===== config.mk =====
export PLATFORM = sky130hd
export DESIGN_NAME = flex_timer
export DESIGN_NICKNAME = d
export VERILOG_FILES = /design/src/rtl/timer_pkg.sv /design/src/rtl/flex_timer.sv
export SDC_FILE = /design/constraint.sdc
export NUM_CORES = 1
export LEC_CHECK = 0
export BUFFER_PORTS_ARGS = -buffer_cell sky130_fd_sc_hd__buf_2
export CAP_MARGIN = 15
export CORE_MARGIN = 4
export CORE_UTILIZATION = 35
export DETAILED_ROUTE_END_ITERATION = 6
export GPL_TIMING_DRIVEN = 0
export PLACE_DENSITY = 0.46
export SETUP_SLACK_MARGIN = 0.15
export SYNTH_ARGS = -nofsm -noshare
export SYNTH_HDL_FRONTEND = slang
export SYNTH_SLANG_ARGS = --single-unit

===== constraint.sdc =====
create_clock -name CLK -period 5 [get_ports CLK]
set_input_delay 0.25 -clock CLK [delete_from_list [all_inputs] [get_ports CLK]]
set_output_delay 0.25 -clock CLK [all_outputs]
set_load 0.01 [all_outputs]

===== src/rtl/timer_pkg.sv =====
// Constants shared by the six-channel flexible timer unit.
package timer_pkg;
  // Function select codes held in the channel control register.
  typedef enum logic [1:0] {
    FN_AUTO_RELOAD,
    FN_COMPARE_OUT,
    FN_PULSE_WIDTH,
    FN_SNAPSHOT
  } func_t;
  localparam logic [1:0] FN_CODE_AUTO = 2'h0;
  localparam logic [1:0] FN_CODE_CMO = 2'h1;
  localparam logic [1:0] FN_CODE_PWM = 2'h2;
  localparam logic [1:0] FN_CODE_SNAP = 2'h3;
  // Pin action codes in the compare output function.
  localparam logic [1:0] ACT_CLEAR = 2'h0;
  localparam logic [1:0] ACT_SET = 2'h1;
  localparam logic [1:0] ACT_TOGGLE = 2'h2;
  // Edge select codes in the snapshot function.
  localparam logic [1:0] EDGE_NONE = 2'h0;
  localparam logic [1:0] EDGE_RISE = 2'h1;
  localparam logic [1:0] EDGE_FALL = 2'h2;
  localparam logic [1:0] EDGE_BOTH = 2'h3;
  // Count source select codes; 1 to 7 divide the system clock by 2**code, except 6 and 7 on channels 0 and 1, which pick the external pin.
  localparam logic [2:0] SRC_SYSCLK = 3'h0;
  localparam logic [2:0] SRC_EXT_RISE = 3'h6;
  localparam logic [2:0] SRC_EXT_FALL = 3'h7;
  // Number of channels that own an external count pin.
  localparam int EXT_CHANNELS = 2;
  // Register map: channel c sits at c * CH_STRIDE, word offsets inside.
  localparam logic [11:0] CH_STRIDE = 12'h020;
  localparam logic [2:0] IDX_CTRL = 3'h0;
  localparam logic [2:0] IDX_COUNT = 3'h1;
  localparam logic [2:0] IDX_COMPARE = 3'h2;
  localparam logic [2:0] IDX_RELOAD = 3'h3;
  localparam logic [2:0] IDX_PINCFG = 3'h4;
  localparam logic [2:0] IDX_OUTLVL = 3'h5;
  localparam logic [11:0] ADDR_START = 12'h0C0;
  localparam logic [11:0] ADDR_STOP = 12'h0C4;
  // Control register fields.
  localparam int CTRL_FN_LSB = 0;
  localparam int CTRL_SRC_LSB = 2;
  // Reset value and prescaler step.
  localparam logic [15:0] RST_WORD = 16'h0000;
  localparam logic [7:0] DIV_STEP = 8'h01;
endpackage


===== src/rtl/flex_timer.sv =====
// Six-channel flexible timer with compare output, pulse width and snapshot functions.
//
// Summary of operation
// - Function code 01 selects compare output; match acts on the output pin.
// - On match the pin goes low, high or toggles for codes 00, 01, 10.
// - Compare output raises overflow pulse on overflow and event pulse on match.
// - Function code 10 selects pulse width modulation on the output pin.
// - Period comes from the reload value, leading part from the compare value.
// - Code 00 outputs low while counter is at or below compare; 01 inverts.
// - Pulse width raises overflow pulse on overflow, no event pulse.
// - Function code 11 selects snapshot of the counter on input pin edges.
// - Each qualifying input edge copies the counter into the compare register.
// - Pin action picks the edge: none, rising, falling or both.
// - Snapshot raises overflow pulse on overflow and event pulse on capture.
// - One start write with several bits starts those channels together.
// - One stop write with several bits stops those channels together.
// - External count pin is sampled; counter steps two edges after a transition.
// - Source select picks rising or falling external transitions as count pulses.
// - In snapshot the shared pin is an undriven input.
// - Capture input is sampled; copy happens two edges after a transition.
// - Low-to-high is a rising trigger, high-to-low falling; both allows either.
// - In compare output and pulse width the shared pin is driven.
// - Compare output pin changes with the count pulse after the match.
// - Pulse width pin changes with the count pulse after the relation holds.
// - Software output level writes win and hold until the next timer update.
// - On overflow the counter reloads from the reload value.
//
// Local design decisions: the address map and the APB register port.
`timescale 1ns/10ps
`default_nettype none
module flex_timer
  import timer_pkg::*;
#(
  parameter int NCH = 6,
  parameter int CW = 16
) (
  // Clock and reset.
  input wire logic CLK,
  input wire logic RESETN,
  // APB slave port.
  input wire logic PSEL,
  input wire logic PENABLE,
  input wire logic PWRITE,
  input wire logic [11:0] PADDR,
  input wire logic [31:0] PWDATA,
  output logic [31:0] PRDATA,
  output logic PREADY,
  output logic PSLVERR,
  // Channel pins: shared input/output with active-low output enable.
  input wire logic [NCH-1:0] TIO_IN,
  output logic [NCH-1:0] TIO_OUT,
  output logic [NCH-1:0] TIO_OE_N,
  // External count pins for channels 0 and 1.
  input wire logic [EXT_CHANNELS-1:0] EXT_CLK,
  // One-cycle event pulses per channel.
  output logic [NCH-1:0] OVF_IRQ,
  output logic [NCH-1:0] EVT_IRQ
);

  // Refuse shapes the address decode and source select cannot serve.
  if (NCH < EXT_CHANNELS || NCH > 6 || CW < 2 || CW > 32) begin : g_bad_param
    $error("flex_timer: unsupported NCH or CW");
  end

  // The whole state of the block.
  typedef struct packed {
    logic [NCH-1:0][CW-1:0] cnt;
    logic [NCH-1:0][CW-1:0] cmp;
    logic [NCH-1:0][CW-1:0] rld;
    logic [NCH-1:0][1:0] fn;
    logic [NCH-1:0][1:0] act;
    logic [NCH-1:0][2:0] src;
    logic [NCH-1:0] en;
    logic [NCH-1:0] lvl;
    logic [NCH-1:0] oe_n;
    logic [NCH-1:0] ovf;
    logic [NCH-1:0] evt;
    logic [NCH-1:0] ext_pls;
    logic [NCH-1:0] ld_pls;
    logic [NCH-1:0] in_s1;
    logic [NCH-1:0] in_s2;
    logic [NCH-1:0] in_s3;
    logic [NCH-1:0] ck_s1;
    logic [NCH-1:0] ck_s2;
    logic [NCH-1:0] ck_s3;
    logic [7:0] div;
    logic pready;
    logic pslverr;
    logic [31:0] prdata;
  } state_t;

  localparam logic [CW-1:0] CNT_MAX = {CW{1'b1}};

  state_t st_r;
  state_t st_nxt;
  logic [NCH-1:0] step;
  logic [NCH-1:0] match;
  logic wr_go;
  logic setup;
  logic [2:0] a_ch;
  logic [2:0] a_idx;
  logic ch_hit;

  // Next-state logic: bus slave, prescaler, synchronisers and channels.
  always_comb begin
    logic tick;
    logic rise;
    logic fall;
    logic [7:0] mask;
    tick = 1'b0;
    rise = 1'b0;
    fall = 1'b0;
    mask = 8'h00;
    st_nxt = st_r;
    st_nxt.div = st_r.div + DIV_STEP;
    setup = PSEL & ~PENABLE;
    wr_go = PSEL & PENABLE & st_r.pready & PWRITE;
    a_ch = PADDR[7:5];
    a_idx = PADDR[4:2];
    ch_hit = (PADDR[11:8] == 4'h0) && (int'(a_ch) < NCH) && (a_idx <= IDX_OUTLVL)
      && (PADDR[1:0] == 2'h0);
    // Every transfer is answered in its first access cycle.
    st_nxt.pready = setup;
    st_nxt.pslverr = 1'b0;
    st_nxt.prdata = 32'h0000_0000;
    if (setup) begin
      if (ch_hit) begin
        case (a_idx)
          IDX_CTRL: st_nxt.prdata = 32'({st_r.src[a_ch], st_r.fn[a_ch]});
          IDX_COUNT: st_nxt.prdata = 32'(st_r.cnt[a_ch]);
          IDX_COMPARE: st_nxt.prdata = 32'(st_r.cmp[a_ch]);
          IDX_RELOAD: st_nxt.prdata = 32'(st_r.rld[a_ch]);
          IDX_PINCFG: st_nxt.prdata = 32'(st_r.act[a_ch]);
          IDX_OUTLVL: st_nxt.prdata = 32'(st_r.lvl[a_ch]);
          default: st_nxt.prdata = 32'h0000_0000;
        endcase
      end else if (PADDR == ADDR_START) begin
        st_nxt.prdata = 32'(st_r.en);
      end else if (PADDR != ADDR_STOP) begin
        st_nxt.pslverr = 1'b1;
      end
    end
    // Two-stage synchronisers plus one history stage for edge detection.
    st_nxt.ck_s1 = NCH'(EXT_CLK);
    st_nxt.ck_s2 = st_r.ck_s1;
    st_nxt.ck_s3 = st_r.ck_s2;
    st_nxt.in_s1 = TIO_IN;
    st_nxt.in_s2 = st_r.in_s1;
    st_nxt.in_s3 = st_r.in_s2;
    for (int i = 0; i < NCH; i++) begin
      // Count pulse from the selected source.
      mask = 8'((9'h001 << st_r.src[i]) - 9'h001);
      if (st_r.src[i] == SRC_SYSCLK) begin
        tick = 1'b1;
      end else if (i < EXT_CHANNELS && st_r.src[i] >= SRC_EXT_RISE) begin
        tick = st_r.ext_pls[i];
      end else begin
        tick = (st_r.div & mask) == mask;
      end
      rise = st_r.ck_s2[i] & ~st_r.ck_s3[i];
      fall = ~st_r.ck_s2[i] & st_r.ck_s3[i];
      st_nxt.ext_pls[i] = (i < EXT_CHANNELS) &&
        ((st_r.src[i] == SRC_EXT_RISE && rise) || (st_r.src[i] == SRC_EXT_FALL && fall));
      step[i] = st_r.en[i] & tick;
      match[i] = step[i] && (st_r.cnt[i] == st_r.cmp[i]);
      st_nxt.ovf[i] = 1'b0;
      st_nxt.evt[i] = 1'b0;
      // Counter steps, and reloads past its all-ones value.
      if (step[i]) begin
        if (st_r.cnt[i] == CNT_MAX) begin
          st_nxt.cnt[i] = st_r.rld[i];
          st_nxt.ovf[i] = 1'b1;
        end else begin
          st_nxt.cnt[i] = st_r.cnt[i] + CW'(1);
        end
      end
      // Capture trigger edges from the synchronised input.
      rise = st_r.in_s2[i] & ~st_r.in_s3[i];
      fall = ~st_r.in_s2[i] & st_r.in_s3[i];
      st_nxt.ld_pls[i] = (st_r.fn[i] == FN_CODE_SNAP) &&
        (((st_r.act[i] == EDGE_RISE || st_r.act[i] == EDGE_BOTH) && rise) ||
         ((st_r.act[i] == EDGE_FALL || st_r.act[i] == EDGE_BOTH) && fall));
      // Software writes to channel registers.
      if (wr_go && ch_hit && int'(a_ch) == i) begin
        case (a_idx)
          IDX_CTRL: begin
            st_nxt.fn[i] = PWDATA[CTRL_FN_LSB +: 2];
            st_nxt.src[i] = PWDATA[CTRL_SRC_LSB +: 3];
          end
          IDX_COUNT: st_nxt.cnt[i] = PWDATA[CW-1:0];
          IDX_COMPARE: st_nxt.cmp[i] = PWDATA[CW-1:0];
          IDX_RELOAD: st_nxt.rld[i] = PWDATA[CW-1:0];
          IDX_PINCFG: st_nxt.act[i] = PWDATA[1:0];
          default: st_nxt.lvl[i] = st_r.lvl[i];
        endcase
      end
      // Function behaviour on pin and compare register.
      case (st_r.fn[i])
        FN_CODE_CMO: begin
          st_nxt.oe_n[i] = 1'b0;
          if (match[i]) begin
            st_nxt.evt[i] = 1'b1;
            case (st_r.act[i])
              ACT_CLEAR: st_nxt.lvl[i] = 1'b0;
              ACT_SET: st_nxt.lvl[i] = 1'b1;
              ACT_TOGGLE: st_nxt.lvl[i] = ~st_r.lvl[i];
              default: st_nxt.lvl[i] = st_r.lvl[i];
            endcase
          end
        end
        FN_CODE_PWM: begin
          st_nxt.oe_n[i] = 1'b0;
          if (step[i]) begin
            st_nxt.lvl[i] = (st_r.cnt[i] <= st_r.cmp[i]) ? st_r.act[i][0]
              : ~st_r.act[i][0];
          end
        end
        FN_CODE_SNAP: begin
          st_nxt.oe_n[i] = 1'b1;
          if (st_r.ld_pls[i]) begin
            st_nxt.cmp[i] = st_r.cnt[i];
            st_nxt.evt[i] = 1'b1;
          end
        end
        default: st_nxt.oe_n[i] = 1'b0;
      endcase
      // A software level write overrides the timer in the same cycle.
      if (wr_go && ch_hit && int'(a_ch) == i && a_idx == IDX_OUTLVL) begin
        st_nxt.lvl[i] = PWDATA[0];
      end
    end
    // Start and stop act on every selected channel in one cycle.
    if (wr_go && PADDR == ADDR_START) begin
      st_nxt.en = st_r.en | PWDATA[NCH-1:0];
    end
    if (wr_go && PADDR == ADDR_STOP) begin
      st_nxt.en = st_r.en & ~PWDATA[NCH-1:0];
    end
  end

  // State register; every field resets to a constant.
  always_ff @(posedge CLK or negedge RESETN) begin
    if (!RESETN) begin
      st_r <= '0;
      st_r.oe_n <= '1;
    end else begin
      st_r <= st_nxt;
    end
  end

  // Outputs come straight from the state register.
  assign PRDATA = st_r.prdata;
  assign PREADY = st_r.pready;
  assign PSLVERR = st_r.pslverr;
  assign TIO_OUT = st_r.lvl;
  assign TIO_OE_N = st_r.oe_n;
  assign OVF_IRQ = st_r.ovf;
  assign EVT_IRQ = st_r.evt;

  for (genvar c = 0; c < NCH; c++) begin : g_chk

  end
endmodule
`default_nettype wire


==> results.yml <==
power_and_ir_drop:
  p_per_area_nw_per_um2: 261
  peakVddDrop_v: 0.000246
  power_mw: 8.03
  leakage_nw: 13.9
yosys:
  synth_compound_area_frac: 0.148
  synth_top_family_by_area: "multiplexers"
  syn_inst: 2863
  synth-simple-area-share: 0.155
  ys_ff_latch: 417
  synth_xor_area_frac: 0.00682
  synthMuxAreaShare: 0.174
  async_flop_share: 1.00
  synth_cell_types: 93
  synth.yosys.seq_area_share: 0.387
  synthFlopType: "dfrtp_1"
  synth_area_per_cell_um2: 9.43
  syn_area_um2: 27000
  synth_edf_count: 0
  yosysWarnings: 0
  synthAdderAreaFrac: 0.0631
worst_setup_path:
  start_kind: "flip-flop"
  worst_setup_path_end_kind: "flip-flop"
  cp_max_fo: 10
  r2r_cells: 11
  r2r_setup_slack_ps: 840
  reg2reg_from: "st_r[120]"
  critical_path.cell_chain: "clkbuf_1 -> or3_1 -> ha_1 -> o21ai_0 -> a21o_1 -> a2111oi_0 -> o21ai_1 -> clkbuf_1 -> o21ai_0 -> o211ai_1 -> o21a_1"
  timing.rr.end: "st_r[365]"
  crit_slowest_cell: "a2111oi_0"
  critPathKind: "flip-flop to flip-flop"
  arrival_ps: 4650
  crit_required_ps: 5490
  cpPeakStageDelay_ps: 1030
detailed_routing:
  drc: 0
  finalWirelength_um: 117000
  drt_iter0_drc: 2290
  vias: 24000
  ant_nets: 0
  dr.pass1.iters: 6
  avgViaCountPerCell: 5.85
  wire_per_inst_um: 28.5
clock_tree:
  cts-buffers-inserted: 53
  cts_tree: "built"
  clock-sinks: 417
  htreeDepth: 2
  cts.reportedPaths.clkPinSlew_ps: 60
  root_buffer: "clkbuf_16"
  clkLatencyLatePin_ps: 620
  clock_path_buffers: 3
placed_design:
  dpl.hpwl_um: 91400
  place_inst: 3982
  routabilityCongestion: 0.960
  io_buffers: 67
sta:
  hold_viol: 0
  fmax_mhz: 240
  setup_viol: 0
  post-route-min-period_ps: 4160
  worst_pin_slew_ps: 1210
  rsz0062_at_grt: "no"
  finClkSkew_ps: 24.2
  post-route-period-util: 0.833
  slew_headroom: 0.171
  drv_slew: 0
floorplanning:
  coreArea_um2: 76200
  fp.dieH_um: 286
  fp-row-count: 101
  initial_core_util: 0.354
  io_pins: 115
  dieArea_um2: 81600
  dieWidth_um: 286
hold_path:
  hold_path.startpoint: "PWDATA[4]"
  whs_path_depth: 3
  min_to: "st_r[326]"
  min_path_type: "primary input to flip-flop"
global_routing:
  antenna_found_initial: 2
  grt_max_degree: 105
  grt_usage: 0.280
  grt_pass1_wl_um: 167000
  grt_remaining_overflow: 0
  grt_pass1_vias: 23400
run_status:
  status: "complete, no violations"
layout:
  final_cells: 4091
  syn_to_final_growth_pct: 13.9
  layout-drive-gt1-share: 0.149
  fin_nets: 3210
flow_run:
  maxCapViolations: 0
[cell type report]
class / count / area, um^2
diodes: 2 / 5.00
flip-flops and latches: 417 / 10400
inverters: 141 / 529
clock buffers: 76 / 1560
fillers: 7667 / 45500
repair buffers: 84 / 579
well taps: 1030 / 1290
clock inverters: 21 / 265
multi-input cells: 2074 / 14800
plain buffers: 246 / 1250
[logic make-up (layout without fill, tap and decap cells)]
kind of cell	after synthesis	after routing
flops	417	417
mux	375	375
compound gates	659	659
xor+xnor	21	21
buf+inv	387	568
simple gates	867	867
other cells	1	18
fa+ha+maj	136	136
[metrics by stage]
stage                     setup TNS [ps]  utilization  setup slack (ps)  area (um^2)  hold slack (ps)
after global routing                   0        0.403               744        30700             82.1
after detailed placement               0        0.378               914        28800              256
final                                  0        0.403               835        30700             76.7
after floorplan                        0            -              2010        27000            -45.6
after CTS                              0        0.403               889        30700             42.9
after global placement          -2235590        0.376             -5480        28700              333
[placed cells by master (no fill, tap or decap), types with 27 or more instances in the layout]
cell type,instances
buf_2,109
a21oi_1,123
clkbuf_16,55
nand2_1,352
a31oi_1,27
o21ai_1,128
clkbuf_1,140
ha_1,136
mux2_2,70
o21ai_0,155
a211oi_1,30
nor2_1,151
buf_4,64
inv_1,139
mux4_2,61
nor3_1,52
dfrtp_1,411
mux2_1,71
nand4_1,52
nand3_1,72
mux2i_1,172
[worst max-delay path by stage]
| stage | start | endpoint | slack, ps | cells past startpoint |
|---|---|---|---|---|
| 2_1_floorplan | st_r[133] | TIO_OUT[4] | 2010 | 11 |
| 3_3_place_gp | RESETN | OVF_IRQ[3] | -5480 | 1 |
| 3_5_place_dp | st_r[123] | TIO_OUT[1] | 910 | 9 |
| 4_1_cts | st_r[123] | TIO_OUT[1] | 890 | 9 |
| 5_1_grt | st_r[123] | TIO_OUT[1] | 740 | 9 |
| 6_report | st_r[120] | st_r[365] | 840 | 11 |
[sequential cells by signal (all words and copies together) (netlist names), 6 cells and up, named ones only]
name,cells
OVF_IRQ,6
TIO_OE_N,6
EVT_IRQ,6
st_nxt,16
TIO_OUT,6
PRDATA,16
st_r,353
[synthesized netlist by cell type, types with 64 or more instances]
master / count / area (um^2)
mux2_1: 71 / 800
inv_1: 139 / 522
ha_1: 136 / 1700
nand3_1: 72 / 360
o21ai_0: 155 / 776
buf_4: 64 / 480
clkbuf_1: 129 / 484
mux2_2: 70 / 788
a21oi_1: 123 / 616
o21ai_1: 128 / 641
nand2_1: 352 / 1320
dfrtp_1: 411 / 10300
nor2_1: 151 / 567
mux2i_1: 172 / 1720
[critical path: cells and delay by family (launching register included)]
| kind | cells | cell delay (ps) |
|---|---|---|
| buf+inv | 2 | 630 |
| fa+ha+maj | 1 | 280 |
| flops | 1 | 350 |
| simple gates | 1 | 390 |
| compound gates | 7 | 2380 |
[power breakdown]
| part | switching [mW] | internal, mW | total [mW] |
|---|---|---|---|
| sequential | 0.0159 | 3.39 | 3.41 |
| clock | 1.63 | 2.46 | 4.09 |
| combinational | 0.395 | 0.137 | 0.532 |
[repair_timing]
| item | 4_1_cts | 5_1_grt |
|---|---|---|
| hold buffers | 10 | 0 |
| resized for setup | 0 | 0 |
| hold endpoints to repair | 74 | 0 |
| setup buffers | 0 | 0 |
[routing by layer]
metal	up-vias	global-route usage	share of wire
met1	12200	0.384	0.44
li1	10600	-	-
met5	-	0	0
met2	974	0.462	0.47
met4	0	0.0863	0.035
met3	187	0.0370	0.060
Note: power is estimated with default switching activity, not from simulation.
